==> config.mk <==
export PLATFORM = sky130hd
export DESIGN_NAME = aps_supervisor
export DESIGN_NICKNAME = d
export VERILOG_FILES = /design/src/hw/aps_pkg.sv /design/src/hw/aps_supervisor.sv /design/src/hw/aps_alarm_stack.sv /design/src/hw/aps_timer.sv
export SDC_FILE = /design/constraint.sdc
export NUM_CORES = 1
export LEC_CHECK = 0
export BUFFER_PORTS_ARGS = -buffer_cell sky130_fd_sc_hd__buf_2
export CELL_PAD_IN_SITES_DETAIL_PLACEMENT = 1
export CELL_PAD_IN_SITES_GLOBAL_PLACEMENT = 1
export CORE_MARGIN = 2
export CORE_UTILIZATION = 43
export DETAILED_ROUTE_END_ITERATION = 6
export PLACE_DENSITY_LB_ADDON = 0.1
export REMOVE_ABC_BUFFERS = 1
export SLEW_MARGIN = 0
export SYNTH_ARGS = -nofsm -noshare
export SYNTH_HDL_FRONTEND = slang
export SYNTH_SLANG_ARGS = --single-unit
==> constraint.sdc <==
create_clock -name mclk -period 3.83 [get_ports mclk]
set_input_delay 0.9575 -clock mclk [delete_from_list [all_inputs] [get_ports mclk]]
set_output_delay 0.9575 -clock mclk [all_outputs]
set_load 0.1 [all_outputs]
==> src/hw/aps_pkg.sv <==
// constants and types for the amplifier protection supervisor
// Functional notes
// - three power levels, operator or protection chosen
// - full power, 3 s carrier drops to reduced
// - band, antenna, tuner changes within 10 ms
// - passthrough routes only exciter to output
// - four antenna outputs, two per band
// - drive feedback when amplifying, released in passthrough
// - quantities monitored continuously for danger
// - alarm display cleared by key or 10 s
// - serious alarm pushed to stack, forces passthrough
// - mismatch alarm above 2.5:1 ratio
// - overdrive, overtemperature, low efficiency serious alarms
// - warnings shown but never stacked
// - band, antenna and receive-only antenna warnings
// - 75 degrees warns and steps power down
// - ratio above 5:1 disables auto tuning
// - bypassed tuner refuses all matching requests
// - low drive halts tuning with warning
// - front power-off refused while remote holds on
// - unknown band code gives warning
// - control link fault gives warning
// - power follows exciter on and off
// - relay switched only with drive absent
// - antenna index on three open-collector outputs
package aps_pkg;

  // ==========================================================
  // timing
  localparam int unsigned CLK_HZ        = 20_000_000;
  localparam int unsigned HOLD_FULL_MS  = 3000;
  localparam int unsigned SWITCH_MS     = 10;
  localparam int unsigned ALARM_SHOW_MS = 10000;
  localparam int unsigned HOLD_FULL_CYC = HOLD_FULL_MS * (CLK_HZ / 1000);
  localparam int unsigned SWITCH_CYC    = SWITCH_MS * (CLK_HZ / 1000);
  localparam int unsigned SHOW_CYC      = ALARM_SHOW_MS * (CLK_HZ / 1000);

  // ==========================================================
  // thresholds, ratio in tenths, temperature in degrees
  localparam logic [7:0] SWR_ALARM_X10 = 8'h19;
  localparam logic [7:0] SWR_TUNE_X10  = 8'h32;
  localparam logic [7:0] TEMP_WARN_C   = 8'h4b;
  localparam int unsigned ANT_COUNT    = 4;
  localparam int unsigned ANT_PER_BAND = 2;
  localparam int unsigned BAND_CODES   = 11;

  // ==========================================================
  // encodings
  typedef enum logic [1:0] {APS_PWR_FULL, APS_PWR_MID, APS_PWR_MIN} aps_power_t;

  localparam logic [2:0] ALM_NONE = 3'h0;
  localparam logic [2:0] ALM_SWR  = 3'h1;
  localparam logic [2:0] ALM_OVDR = 3'h2;
  localparam logic [2:0] ALM_TEMP = 3'h3;
  localparam logic [2:0] ALM_EFF  = 3'h4;

  // warning bit positions
  localparam int unsigned W_BAND   = 0;
  localparam int unsigned W_NOANT  = 1;
  localparam int unsigned W_RXANT  = 2;
  localparam int unsigned W_HOT    = 3;
  localparam int unsigned W_HISWR  = 4;
  localparam int unsigned W_BYPASS = 5;
  localparam int unsigned W_NODRV  = 6;
  localparam int unsigned W_HELD   = 7;
  localparam int unsigned W_CODE   = 8;
  localparam int unsigned W_LINK   = 9;
  localparam int unsigned W_BITS   = 10;

  // monitored quantities, already compared or digitised
  typedef struct packed {
    logic [7:0] swrX10;
    logic [7:0] tempC;
    logic       inputOver;
    logic       tempOver;
    logic       highCurrent;
    logic       lowOutput;
    logic       lowDrive;
  } aps_meas_t;

  // per-band antenna configuration
  typedef struct packed {
    logic       bandAllowed;
    logic [1:0] antCount;
    logic [1:0] antA;
    logic [1:0] antB;
    logic       antARxOnly;
    logic       antBRxOnly;
  } aps_bandcfg_t;

endpackage

==> src/hw/aps_supervisor.sv <==
// amplifier protection supervisor top
`timescale 1ns/1ps
module aps_supervisor #(
  parameter int unsigned HIST_DEPTH = 8,
  parameter int unsigned HOLD_CYC   = aps_pkg::HOLD_FULL_CYC,
  parameter int unsigned SHOW_CYC   = aps_pkg::SHOW_CYC,
  parameter int unsigned SWITCH_CYC = aps_pkg::SWITCH_CYC
) (
  // clock and reset
  input  wire logic                          mclk,
  input  wire logic                          sys_rst,
  // operator keys, one-cycle pulses
  input  wire logic                          keyOperate,
  input  wire logic                          keyPowerOff,
  input  wire logic                          keyPageRestore,
  input  wire logic                          keyTune,
  input  wire logic [1:0]                    powerSelect,
  input  wire logic                          powerSelectStb,
  // exciter side
  input  wire logic                          exciterOn,
  input  wire logic                          remoteHold,
  input  wire logic                          txRequest,
  input  wire logic                          carrierPresent,
  input  wire logic                          rfDrivePresent,
  input  wire logic [3:0]                    bandCode,
  input  wire logic                          linkFault,
  input  wire logic [7:0]                    driveSetpoint,
  // configuration and measurements
  input  wire aps_pkg::aps_bandcfg_t         bandCfg,
  input  wire logic                          useSecondAnt,
  input  wire logic                          tunerBypass,
  input  wire aps_pkg::aps_meas_t            meas,
  // history readout
  input  wire logic [$clog2(HIST_DEPTH)-1:0] histIdx,
  output logic      [2:0]                    histCode,
  output logic      [$clog2(HIST_DEPTH):0]   histCount,
  // amplifier control
  output logic                               powerOn,
  output logic                               operating,
  output aps_pkg::aps_power_t                powerLevel,
  output logic                               relayTx,
  output logic [7:0]                         driveLevelFeedback,
  output logic                               routeAmp,
  output logic [3:0]                         bandSel,
  output logic [aps_pkg::ANT_COUNT-1:0]      antSelect,
  output logic                               autoTuneEnable,
  output logic                               tuneStart,
  output logic                               switchBusy,
  // antenna index pins, open collector
  output logic [2:0]                         antIdxOut,
  output logic [2:0]                         antIdxOe,
  // display
  output logic [2:0]                         alarmShown,
  output logic [aps_pkg::W_BITS-1:0]         warnings
);
  initial begin
    if (HIST_DEPTH < 2) $error("history depth too small");
    if ((HIST_DEPTH & (HIST_DEPTH - 1)) != 0) $error("history depth must be a power of two");
  end

  typedef struct packed {
    logic                             on;
    logic                             oper;
    aps_pkg::aps_power_t              lvl;
    logic                             relay;
    logic [7:0]                       drv;
    logic                             route;
    logic [3:0]                       band;
    logic [aps_pkg::ANT_COUNT-1:0]    ant;
    logic                             autoTune;
    logic                             tune;
    logic                             busy;
    logic [2:0]                       idx;
    logic [2:0]                       shown;
    logic [aps_pkg::W_BITS-1:0]       warn;
    logic                             hotSeen;
    logic                             exOnQ;
  } aps_state_t;

  aps_state_t s_q;
  aps_state_t s_d;

  logic       holdDone;
  logic       showDone;
  logic       switchDone;
  logic       push;
  logic [2:0] alarmCode;
  logic       bandKnown;
  logic       bandChange;
  logic [1:0] antNum;
  logic       antRx;

  // ==========================================================
  // timers
  // carrier held at full power
  aps_timer #(.CYCLES(HOLD_CYC)) u_hold (
    .mclk(mclk), .sys_rst(sys_rst),
    .run(s_q.oper && s_q.lvl == aps_pkg::APS_PWR_FULL && carrierPresent),
    .expired(holdDone));
  aps_timer #(.CYCLES(SHOW_CYC)) u_show (
    .mclk(mclk), .sys_rst(sys_rst),
    .run(s_q.shown != aps_pkg::ALM_NONE), .expired(showDone));
  aps_timer #(.CYCLES(SWITCH_CYC)) u_sw (
    .mclk(mclk), .sys_rst(sys_rst), .run(s_q.busy), .expired(switchDone));

  // ==========================================================
  // alarm detection, priority swr, overdrive, temp, efficiency
  // one code per trip, a lower one is not shown after the higher clears, operation having stopped
  // continuous comparison
  always_comb begin
    alarmCode = aps_pkg::ALM_NONE;
    if (meas.swrX10 > aps_pkg::SWR_ALARM_X10) alarmCode = aps_pkg::ALM_SWR;
    else if (meas.inputOver) alarmCode = aps_pkg::ALM_OVDR;
    else if (meas.tempOver) alarmCode = aps_pkg::ALM_TEMP;
    else if (meas.highCurrent && meas.lowOutput) alarmCode = aps_pkg::ALM_EFF;
  end

  // only alarms raised while amplifying are stacked
  assign push = s_q.oper && alarmCode != aps_pkg::ALM_NONE;

  aps_alarm_stack #(.DEPTH(HIST_DEPTH)) u_stack (
    .mclk(mclk), .sys_rst(sys_rst), .push(push), .code(alarmCode),
    .rdIdx(histIdx), .rdCode(histCode), .count(histCount));

  // ==========================================================
  // band and antenna resolution
  // unknown codes keep the last band rather than chase a glitch
  assign bandKnown  = bandCode < 4'(aps_pkg::BAND_CODES);
  assign bandChange = bandKnown && bandCode != s_q.band;
  // at most two antennas per band
  assign antNum = (useSecondAnt && bandCfg.antCount == 2'(aps_pkg::ANT_PER_BAND)) ?
                  bandCfg.antB : bandCfg.antA;
  assign antRx  = (useSecondAnt && bandCfg.antCount == 2'(aps_pkg::ANT_PER_BAND)) ?
                  bandCfg.antBRxOnly : bandCfg.antARxOnly;

  // ==========================================================
  // main sequencing
  always_comb begin
    s_d       = s_q;
    s_d.tune  = 1'b0;
    s_d.exOnQ = exciterOn;

    if (exciterOn && !s_q.exOnQ) s_d.on = 1'b1;
    if (!exciterOn && s_q.exOnQ) s_d.on = 1'b0;
    s_d.warn[aps_pkg::W_HELD] = 1'b0;
    if (keyPowerOff) begin
      if (remoteHold) s_d.warn[aps_pkg::W_HELD] = 1'b1;
      else s_d.on = 1'b0;
    end

    if (powerSelectStb && powerSelect <= 2'(aps_pkg::APS_PWR_MIN)) begin
      s_d.lvl = aps_pkg::aps_power_t'(powerSelect);
    end
    if (holdDone && s_q.lvl == aps_pkg::APS_PWR_FULL) s_d.lvl = aps_pkg::APS_PWR_MID;
    // one step down per entry into hot region
    s_d.hotSeen = meas.tempC >= aps_pkg::TEMP_WARN_C;
    if (s_d.hotSeen && !s_q.hotSeen && s_q.lvl != aps_pkg::APS_PWR_MIN) begin
      s_d.lvl = aps_pkg::aps_power_t'(s_q.lvl + 2'h1);
    end

    if (keyOperate && s_q.on) s_d.oper = !s_q.oper;
    if (!s_d.on) s_d.oper = 1'b0;
    if (push) s_d.oper = 1'b0;

    // band change starts a timed switch
    if (bandChange) begin
      s_d.band = bandCode;
      s_d.busy = 1'b1;
    end else if (switchDone) begin
      s_d.busy = 1'b0;
    end
    s_d.ant = '0;
    if (bandCfg.antCount != 2'h0) s_d.ant[antNum] = 1'b1;

    // relay moves only with no drive present
    if (!rfDrivePresent) s_d.relay = s_d.oper && txRequest && !s_q.busy;
    // passthrough keeps exciter routed to output
    s_d.route = s_d.oper && s_d.relay;
    s_d.drv = s_d.oper ? driveSetpoint : 8'hff;

    // auto tuning disabled on high ratio
    s_d.autoTune = !tunerBypass && meas.swrX10 <= aps_pkg::SWR_TUNE_X10;
    // tune refused when bypassed or undriven
    if (keyTune) begin
      s_d.tune = !tunerBypass && !meas.lowDrive;
    end

    // antenna index, pins pulled low for zero bits
    s_d.idx = {1'b0, antNum};

    s_d.warn[aps_pkg::W_BAND]   = !bandCfg.bandAllowed;
    s_d.warn[aps_pkg::W_NOANT]  = bandCfg.antCount == 2'h0;
    s_d.warn[aps_pkg::W_RXANT]  = bandCfg.antCount != 2'h0 && antRx;
    s_d.warn[aps_pkg::W_HOT]    = s_d.hotSeen;
    s_d.warn[aps_pkg::W_HISWR]  = meas.swrX10 > aps_pkg::SWR_TUNE_X10;
    s_d.warn[aps_pkg::W_BYPASS] = keyTune ? tunerBypass : s_q.warn[aps_pkg::W_BYPASS];
    s_d.warn[aps_pkg::W_NODRV]  = keyTune ? (meas.lowDrive && !tunerBypass)
                                          : s_q.warn[aps_pkg::W_NODRV];
    s_d.warn[aps_pkg::W_CODE]   = !bandKnown;
    s_d.warn[aps_pkg::W_LINK]   = linkFault;

    // new alarm wins over key and timeout
    if (push) s_d.shown = alarmCode;
    else if (keyPageRestore || showDone) s_d.shown = aps_pkg::ALM_NONE;
  end

  always_ff @(posedge mclk) begin
    if (sys_rst) begin
      s_q     <= '0;
      s_q.drv <= 8'hff;
    end else begin
      s_q <= s_d;
    end
  end

  // ==========================================================
  // outputs straight from state, antIdxOut tied to zero
  assign powerOn            = s_q.on;
  assign operating          = s_q.oper;
  assign powerLevel         = s_q.lvl;
  assign relayTx            = s_q.relay;
  assign driveLevelFeedback = s_q.drv;
  assign routeAmp           = s_q.route;
  assign bandSel            = s_q.band;
  assign antSelect          = s_q.ant;
  assign autoTuneEnable     = s_q.autoTune;
  assign tuneStart          = s_q.tune;
  assign switchBusy         = s_q.busy;
  assign antIdxOut          = 3'h0;
  assign antIdxOe           = ~s_q.idx;
  assign alarmShown         = s_q.shown;
  assign warnings           = s_q.warn;

  // ==========================================================
  // checks
  a_alarm_standby: assert property (@(posedge mclk) disable iff (sys_rst)
    push |=> !operating && alarmShown == $past(alarmCode))
    else $error("serious alarm did not force passthrough");
  a_swr_alarm: assert property (@(posedge mclk) disable iff (sys_rst)
    operating && meas.swrX10 > aps_pkg::SWR_ALARM_X10 |=> alarmShown == aps_pkg::ALM_SWR)
    else $error("ratio alarm missed");
  a_eff_alarm: assert property (@(posedge mclk) disable iff (sys_rst)
    operating && meas.highCurrent && meas.lowOutput |=> !operating)
    else $error("efficiency alarm missed");
  a_relay_dry: assert property (@(posedge mclk) disable iff (sys_rst)
    rfDrivePresent |=> $stable(relayTx))
    else $error("relay moved under drive");
  a_drive_release: assert property (@(posedge mclk) disable iff (sys_rst)
    !operating |-> driveLevelFeedback == 8'hff)
    else $error("drive not released in passthrough");
  a_route_pass: assert property (@(posedge mclk) disable iff (sys_rst)
    !operating |-> !routeAmp)
    else $error("amplifier routed in passthrough");
  // relay may stay shut under drive after a trip, it opens once dry
  a_relay_open: assert property (@(posedge mclk) disable iff (sys_rst)
    !operating && !keyOperate && !rfDrivePresent |=> !relayTx)
    else $error("relay left closed in passthrough");
  a_switch_bound: assert property (@(posedge mclk) disable iff (sys_rst)
    switchDone && !bandChange |=> !switchBusy)
    else $error("switch window overran");
  a_page_restore: assert property (@(posedge mclk) disable iff (sys_rst)
    keyPageRestore && !push |=> alarmShown == aps_pkg::ALM_NONE)
    else $error("page restore ignored");
  a_power_held: assert property (@(posedge mclk) disable iff (sys_rst)
    keyPowerOff && remoteHold && powerOn && !(!exciterOn && $past(exciterOn))
      |=> warnings[aps_pkg::W_HELD])
    else $error("hold warning missing");
  a_tune_bypass: assert property (@(posedge mclk) disable iff (sys_rst)
    keyTune && tunerBypass |=> !tuneStart && warnings[aps_pkg::W_BYPASS])
    else $error("tune started while bypassed");
  a_tune_nodrive: assert property (@(posedge mclk) disable iff (sys_rst)
    keyTune && meas.lowDrive |=> !tuneStart)
    else $error("tune started without drive");
  a_hot_step: assert property (@(posedge mclk) disable iff (sys_rst)
    !powerSelectStb && !holdDone && powerLevel == aps_pkg::APS_PWR_FULL
      && meas.tempC >= aps_pkg::TEMP_WARN_C && !s_q.hotSeen
      |=> powerLevel == aps_pkg::APS_PWR_MID)
    else $error("no step down when hot");
  a_warn_unstacked: assert property (@(posedge mclk) disable iff (sys_rst)
    !push |=> $stable(histCount))
    else $error("history moved without alarm");
  a_band_hold: assert property (@(posedge mclk) disable iff (sys_rst)
    bandCode >= 4'(aps_pkg::BAND_CODES) |=> $stable(bandSel) && warnings[aps_pkg::W_CODE])
    else $error("unknown band code accepted");

  c_alarm: cover property (@(posedge mclk) push);
  c_drop: cover property (@(posedge mclk) holdDone && powerLevel == aps_pkg::APS_PWR_FULL);
  c_band: cover property (@(posedge mclk) bandChange);
  c_tune: cover property (@(posedge mclk) tuneStart);
  c_hot: cover property (@(posedge mclk) s_d.hotSeen && !s_q.hotSeen);
endmodule

==> src/hw/aps_alarm_stack.sv <==
// alarm history stack, circular, oldest entry overwritten
`timescale 1ns/1ps
module aps_alarm_stack #(
  parameter int unsigned DEPTH = 8
) (
  // clock and reset
  input  wire logic                     mclk,
  input  wire logic                     sys_rst,
  // push side
  input  wire logic                     push,
  input  wire logic [2:0]               code,
  // read side
  input  wire logic [$clog2(DEPTH)-1:0] rdIdx,
  output logic      [2:0]               rdCode,
  output logic      [$clog2(DEPTH):0]   count
);
  initial begin
    if (DEPTH < 2 || (DEPTH & (DEPTH - 1)) != 0) $error("depth must be power of two >= 2");
  end

  localparam int AW = $clog2(DEPTH);

  typedef struct packed {
    logic [DEPTH-1:0][2:0] mem;
    logic [AW-1:0]         wp;
    logic [AW:0]           cnt;
  } aps_stack_t;

  aps_stack_t st_q;
  aps_stack_t st_d;

  always_comb begin
    st_d = st_q;
    if (push) begin
      st_d.mem[st_q.wp] = code;
      st_d.wp = st_q.wp + 1'b1;
      if (st_q.cnt != (AW+1)'(DEPTH)) st_d.cnt = st_q.cnt + 1'b1;
    end
  end

  always_ff @(posedge mclk) begin
    if (sys_rst) st_q <= '0;
    else st_q <= st_d;
  end

  // newest entry at index zero
  assign rdCode = st_q.mem[AW'(st_q.wp - AW'(1) - rdIdx)];
  assign count  = st_q.cnt;

  a_stack_count: assert property (@(posedge mclk) disable iff (sys_rst)
    push && st_q.cnt != (AW+1)'(DEPTH) |=> st_q.cnt == $past(st_q.cnt) + 1'b1)
    else $error("stack count did not advance");
endmodule

==> src/hw/aps_timer.sv <==
// restartable up counter that flags expiry
`timescale 1ns/1ps
module aps_timer #(
  parameter int unsigned CYCLES = 10
) (
  // clock and reset
  input  wire logic mclk,
  input  wire logic sys_rst,
  // control
  input  wire logic run,
  output logic      expired
);
  initial begin
    if (CYCLES < 1) $error("timer needs at least one cycle");
  end

  localparam int W = $clog2(CYCLES + 1);

  typedef struct packed {
    logic [W-1:0] cnt;
    logic         done;
  } aps_tmr_t;

  aps_tmr_t t_q;
  aps_tmr_t t_d;

  // counts while run holds, restarts when it drops
  always_comb begin
    t_d = t_q;
    if (!run) begin
      t_d.cnt  = '0;
      t_d.done = 1'b0;
    end else if (t_q.cnt != W'(CYCLES)) begin
      t_d.cnt = t_q.cnt + 1'b1;
    end else begin
      t_d.done = 1'b1;
    end
  end

  always_ff @(posedge mclk) begin
    if (sys_rst) t_q <= '0;
    else t_q <= t_d;
  end

  assign expired = t_q.done;
endmodule

==> results of run 1 <==
## routing by layer
layer | global-route usage [%] | vias up | part of all wire, % | wire (µm)
li1 | - | 2971 | - | -
met1 | 25.9 | 2988 | 43 | 8210
met2 | 38.7 | 97 | 51 | 9640
met3 | 6.11 | 25 | 4.3 | 805
met4 | 5.98 | 0 | 1.3 | 249
met5 | 0 | - | 0 | 0
## per-stage QoR
stage          total power (W)  std cells  setup slack, ps  cell area [µm²]  hold slack [ps]
5_1_grt                0.00383       1095            -5.92             8220              489
4_1_cts                0.00374       1094             13.3             8190              468
3_3_place_gp           0.00196       1062              120             7550              449
3_5_place_dp           0.00197       1062             6.26             7550              459
6_report               0.00370       1096             44.2             8230              464
2_1_floorplan          0.00185        734             -355             6660              428
## registers in the layout (all words and copies together), names as in the netlist, 2 cells and up
signal	cells
u_show.t_q	28
u_stack.st_q	27
u_hold.t_q	26
u_sw.t_q	18
warnings	10
driveLevelFeedback	8
antSelect	4
bandSel	4
u_stack.count	4
alarmShown	3
s_q	3
powerLevel	2
## power breakdown
part           internal [W]  switching (W)
clock               0.00111       0.000654
combinational      0.000100       0.000276
sequential          0.00155      0.0000126
total               0.00276       0.000943
## worst max path at each step
stage	endpoint	from	cells past startpoint	slack, ps
2_1_floorplan	histCode[0]	histIdx[0]	8	-350
3_3_place_gp	histCode[0]	histIdx[0]	11	120
3_5_place_dp	histCode[1]	histIdx[0]	11	6
4_1_cts	histCode[1]	histIdx[0]	11	10
5_1_grt	histCode[0]	histIdx[0]	11	-6
6_report	histCode[1]	histIdx[0]	11	40
## repair_timing
action | CTS | global route
buffers inserted | 0 | 0
pin swaps | 0 | 2
resized for setup | 2 | 3
setup endpoints to repair | 1 | 3
cloned | 0 | 1
## critical path, cell delays in order
cell and delay [ps]:
buf_2 100, inv_1 50, ha_1 140, inv_1 50, fa_2 330, xnor3_2 280, buf_12 160, mux2i_1 110
a22oi_1 240, and3_4 240, buf_12 170
## cell usage after synthesis (all sizes together) (8+ instances only)
library cell / n
or4: 15
o31ai: 10
nand2: 53
and4: 8
buf: 46
inv: 32
o21ai: 28
nand4: 20
a21oi: 53
and3: 20
or3: 26
ha: 12
nand3b: 10
clkbuf: 23
mux2i: 36
nor2: 56
dfxtp: 147
xor2: 25
nand3: 49
xnor2: 12
nor4: 8
nor3: 11
nor2b: 11
## final cells by class
| class | count | area (µm²) | share of cell area [%] |
|---|---|---|---|
| Multi-Input combinational cell | 554 | 3600 | 43.8 |
| Sequential cell | 147 | 2940 | 35.8 |
| Timing Repair Buffer | 113 | 653 | 7.94 |
| Clock buffer | 20 | 447 | 5.43 |
| Tap cell | 216 | 270 | 3.29 |
| Clock inverter | 12 | 180 | 2.19 |
| Inverter | 33 | 128 | 1.55 |
| Antenna cell | 1 | 2.50 | 0.0304 |
## cell families after synthesis
family / count (synthesis) / synth area share (%)
other cells: 2 / 0.106
simple gates: 325 / 25.9
mux: 36 / 5.10
fa+ha+maj: 14 / 2.55
buf+inv: 102 / 7.60
xor+xnor: 38 / 4.91
compound gates: 137 / 12.2
flops: 147 / 41.7
==> metrics.csv, run 1 <==
stage,metric,value,unit
clocking,clock_sinks,147,
logic_synthesis,seq_area_frac_synth,41.7,%
floorplanning,rows,46,
grt,first_global_vias,6433,
min_path,min_to,u_show.t_q[26],
clocking,insertion_delay,420,ps
finish,layout_commonest_cell,dfxtp_1,
logic_synthesis,yosysTopAreaCell,dfxtp_1,
timing,tns,0,ps
clocking,cts_hold_buf,0,
clocking,path_clk_slew,60,ps
floorplanning,die_w,132,µm
grt,grt_overflow,0,
detailed_routing,drt_iter0_markers,228,
timing,finalClockSkew,7.42,ps
grt,grt_first_pass_wirelength,31.5,mm
placed_design,hpwl,13.8,mm
grt,antenna_found_initial,1,
timing,finalCritPeriodShare,98.8,%
worst_setup_path,end_kind,primary output,
min_path,holdPathStages,2,
logic_synthesis,synth-warning-count,0,
logic_synthesis,syn_area,7060,µm²
power_and_ir_drop,peakVddDrop,293,µV
worst_setup_path,critPathLaunchType,primary input,
timing,post-route-min-period,3790,ps
floorplanning,initial_core_util,44.3,%
power_and_ir_drop,p_per_area,450,nW/µm²
clocking,cts.htree.levels,4,
finish,nets,941,
timing,worstMarginPinSlew,1120,ps
detailed_routing,drt-vias-per-instance,5.55,
timing,slew_violations,0,
worst_setup_path,reg2reg_depth,4,
timing,finalSetupViolations,0,
worst_setup_path,required,2870,ps
floorplanning,core-area,15900,µm²
finish,areaGrowthSynthToFinish,16.5,%
detailed_routing,firstDrtPassIters,4,
timing,fmax,264,MHz
status,outcome,finished clean,
worst_setup_path,cp.arrival,2830,ps
worst_setup_path,r2r_end,u_stack.st_q[22],
timing,finalHoldViolCount,0,
worst_setup_path,crit_fanout,6,
detailed_routing,vias,6081,
logic_synthesis,synth_area_leaders,"dfxtp_1 42%, mux2i_1 5.1%, buf_4 4.3%, a21oi_1 3.8%, nand3_1 3.4%",
finish,layout_common_cells,"147 x dfxtp_1, 105 x buf_2, 56 x nor2_1",
grt,grt_usage,21.9,%
worst_setup_path,reg2reg_from,operating,
floorplanning,pin_count,113,
timing,grt_setup_unrepaired,yes,
min_path,holdCritPathClass,reg2reg,
grt,grt_max_degree,29,
clocking,clockBufferDepth,2,
worst_setup_path,reg2reg_slack,1460,ps
min_path,hp-start,u_show.t_q[26],
logic_synthesis,ys_seq_elements,147,
logic_synthesis,synth-edff-count,0,
detailed_routing,antenna_left,0,
floorplanning,die-height,132,µm
floorplanning,fp.dieArea,17500,µm²
clocking,cts_made_buffers,17,
clocking,cts_root_buffer,clkbuf_16,
detailed_routing,drc_errors,0,
finish,fill_cells,1876,
power_and_ir_drop,leakagePower,3.07,nW
timing,slew-limit-headroom,25.0,%
logic_synthesis,synthFlopType,dfxtp_1,
detailed_routing,wl_per_cell,17.3,µm
detailed_routing,wl,18.9,mm
logic_synthesis,synth_cell_types,70,
logic_synthesis,syn_area_per_cell,8.82,µm²
logic_synthesis,syn_inst,801,
placed_design,io_buffers,108,
clocking,cts_tree,done,
logic_synthesis,synth_top_cell_area_share,41.7,%
run,max_cap_viol_count,0,
finish,drive_above_1_share,18.2,%
placed_design,gp_congestion,0.816,
logic_synthesis,synthArstFlopShare,0,%
finish,finish.utilization,51.6,%
worst_setup_path,worst-setup-path-type,in2out,
No activity file was read; power rests on OpenSTA's default activity.
==> run 2, diff against run 1 <==
Settings changed: CORE_MARGIN 2 to 5.
==> run 2 against run 1 <==
  * Critical path depth stayed put
  * Via count is 0.15% higher
  * Flip-flop and latch count stayed put
  * Largest cell class unchanged
  * Total power is 1.8% higher
  * Die area is 9.3% higher
  * Sequential share of layout area hardly changed
  * Routed wire length is 3.3% higher
  * Non-clock buffer count is 2 lower
  * Cell count is 0.36% lower
  * Register-to-register slack hardly changed
==> metrics.csv, run 2 (same netlist as run 1, synthesis figures left out) <==
stage,metric,value,unit,change
clocking,insertion_delay,420,ps,about the same
timing,finalHoldViolCount,0,,unchanged
clocking,cts_root_buffer,clkbuf_16,,
clocking,cts_tree,done,,
status,outcome,finished clean,,
worst_setup_path,crit_fanout,12,,+6
run,max_cap_viol_count,0,,unchanged
placed_design,io_buffers,108,,unchanged
placed_design,dpl-instance-area,7550,µm²,about the same
power_and_ir_drop,leakagePower,3.08,nW,about the same
clocking,path_clk_slew,60,ps,about the same
timing,fmax,265,MHz,+0.21%
finish,top_regs,"u_show.t_q (28), u_stack.st_q (27), u_hold.t_q (26)",,
floorplanning,rows,46,,unchanged
finish,nets,939,,-0.21%
finish,multiInputGateArea,3610,µm²,+0.28%
min_path,holdCritPathClass,reg2reg,,
detailed_routing,drc_errors,0,,unchanged
clocking,cts_made_buffers,17,,unchanged
power_and_ir_drop,finalPower,0.00377,W,+1.8%
clocking,cts_hold_buf,0,,unchanged
floorplanning,die-height,138,µm,+4.5%
finish,regMostFlops,u_show.t_q,,
finish,layout_commonest_cell,dfxtp_1,,
detailed_routing,vias,6090,,+0.15%
floorplanning,initial_core_util,44.1,%,-0.16 points
grt,first_global_vias,6450,,+0.26%
grt,grt_usage,20.5,%,-1.4 points
detailed_routing,antenna_left,0,,unchanged
clocking,clock_sinks,147,,unchanged
grt,grt_max_degree,30,,+3.4%
finish,layout_common_cells,"147 x dfxtp_1, 105 x buf_2, 56 x nor2_1",,
power_and_ir_drop,p_per_area,458,nW/µm²,+1.8%
clocking,cts_setup_buffers,0,,unchanged
detailed_routing,firstDrtPassIters,5,,+1
placed_design,gp_congestion,0.836,,+2.5%
floorplanning,fp.dieArea,19100,µm²,+9.3%
clocking,clockBufferDepth,2,,unchanged
grt,antenna_found_initial,2,,+1
worst_setup_path,required,2870,ps,about the same
grt,grt_first_pass_wirelength,32.6,mm,+3.7%
detailed_routing,wl_per_cell,17.9,µm,+3.7%
floorplanning,die_w,138,µm,+4.5%
detailed_routing,wl,19.5,mm,+3.3%
clocking,cts.htree.levels,4,,unchanged
timing,post-route-min-period,3780,ps,-7.79 ps
detailed_routing,drt-vias-per-instance,5.58,,+0.51%
timing,finalSetupViolations,0,,unchanged
finish,register_area,2940,µm²,unchanged
worst_setup_path,critPathLaunchType,primary input,,
placed_design,hpwl,14.3,mm,+3.8%
worst_setup_path,worst-setup-path-type,in2out,,
worst_setup_path,cp.arrival,2820,ps,about the same
finish,fill_cells,1924,,+2.6%
worst_setup_path,end_kind,primary output,,
power_and_ir_drop,peakVddDrop,361,µV,+23%
grt,grt_overflow,0,,unchanged
finish,drive_above_1_share,17.8,%,-0.37 points
timing,finalCritPeriodShare,98.6,%,-0.20 points
detailed_routing,drt_iter0_markers,286,,+25%
timing,slew_violations,0,,unchanged
timing,slew-limit-headroom,23.6,%,-1.4 points
finish,areaGrowthSynthToFinish,16.5,%,about the same
timing,finalClockSkew,4.57,ps,-2.85 ps
timing,grt_setup_unrepaired,no,,
floorplanning,pin_count,113,,unchanged
timing,worstMarginPinSlew,1140,ps,+20.8 ps
floorplanning,core-area,16000,µm²,+0.36%
finish,largest_reg_flops,28,,unchanged
finish,fin_area,8220,µm²,about the same
## run 2: final cells by class
| cell class | count | area share [%] |
|---|---|---|
| multi-input cells | 554 | 43.9 |
| flip-flops and latches | 147 | 35.8 |
| repair buffers | 111 | 7.55 |
| clock buffers | 21 | 5.72 |
| well taps | 216 | 3.29 |
| clock inverters | 9 | 2.16 |
| inverters | 33 | 1.55 |
| diodes | 1 | 0.0304 |
## run 2: worst max-delay path, cell delays in order
cell and delay (ps):
buf_2 100, inv_1 50, ha_1 130, inv_1 50, fa_1 360, xnor3_1 290, buf_12 180, mux2i_4 230
nand2_1 100, and3_4 220, buf_12 160
## run 2: timing repair
action	in CTS	in global routing
pin swaps	0	1
resized for setup	2	3
endpoints found under the setup margin	1	3
## run 2: path summary, 6_finish.rpt
| check | cells past startpoint | end | startpoint | slack [ps] |
|---|---|---|---|---|
| max reg2reg | 4 | u_stack.st_q[22] | operating | 1450 |
| max | 11 | histCode[0] | histIdx[0] | 50 |
| min | 2 | u_sw.expired | u_sw.expired | 470 |
| min reg2reg | 2 | u_sw.expired | u_sw.expired | 470 |
## run 2: per-layer routing
metal | global-route usage [%] | wire length, µm | share of wire [%]
met5 | 0 | 7 | 0.036
met4 | 6.29 | 335 | 1.7
met3 | 5.62 | 855 | 4.4
met2 | 35.5 | 10100 | 51
met1 | 24.7 | 8280 | 42
## run 2: stage by stage
step	worst slack, ps	utilization [%]	hold slack [ps]	setup TNS, ps	cells
2_1_floorplan	-355	-	428	-1060	734
3_3_place_gp	129	47.2	450	0	1061
3_5_place_dp	41.4	47.2	455	0	1061
4_1_cts	22.3	51.3	470	0	1091
5_1_grt	2.05	51.4	488	0	1092
6_report	52.0	51.4	465	0	1092
## run 2: report_power, final
group / leakage (nW) / total (W) / switching, W / internal, W
logic: 1.58 / 0.000374 / 0.000276 / 0.0000979
clock network: 0.307 / 0.00183 / 0.000633 / 0.00120
registers: 1.19 / 0.00156 / 0.0000137 / 0.00155
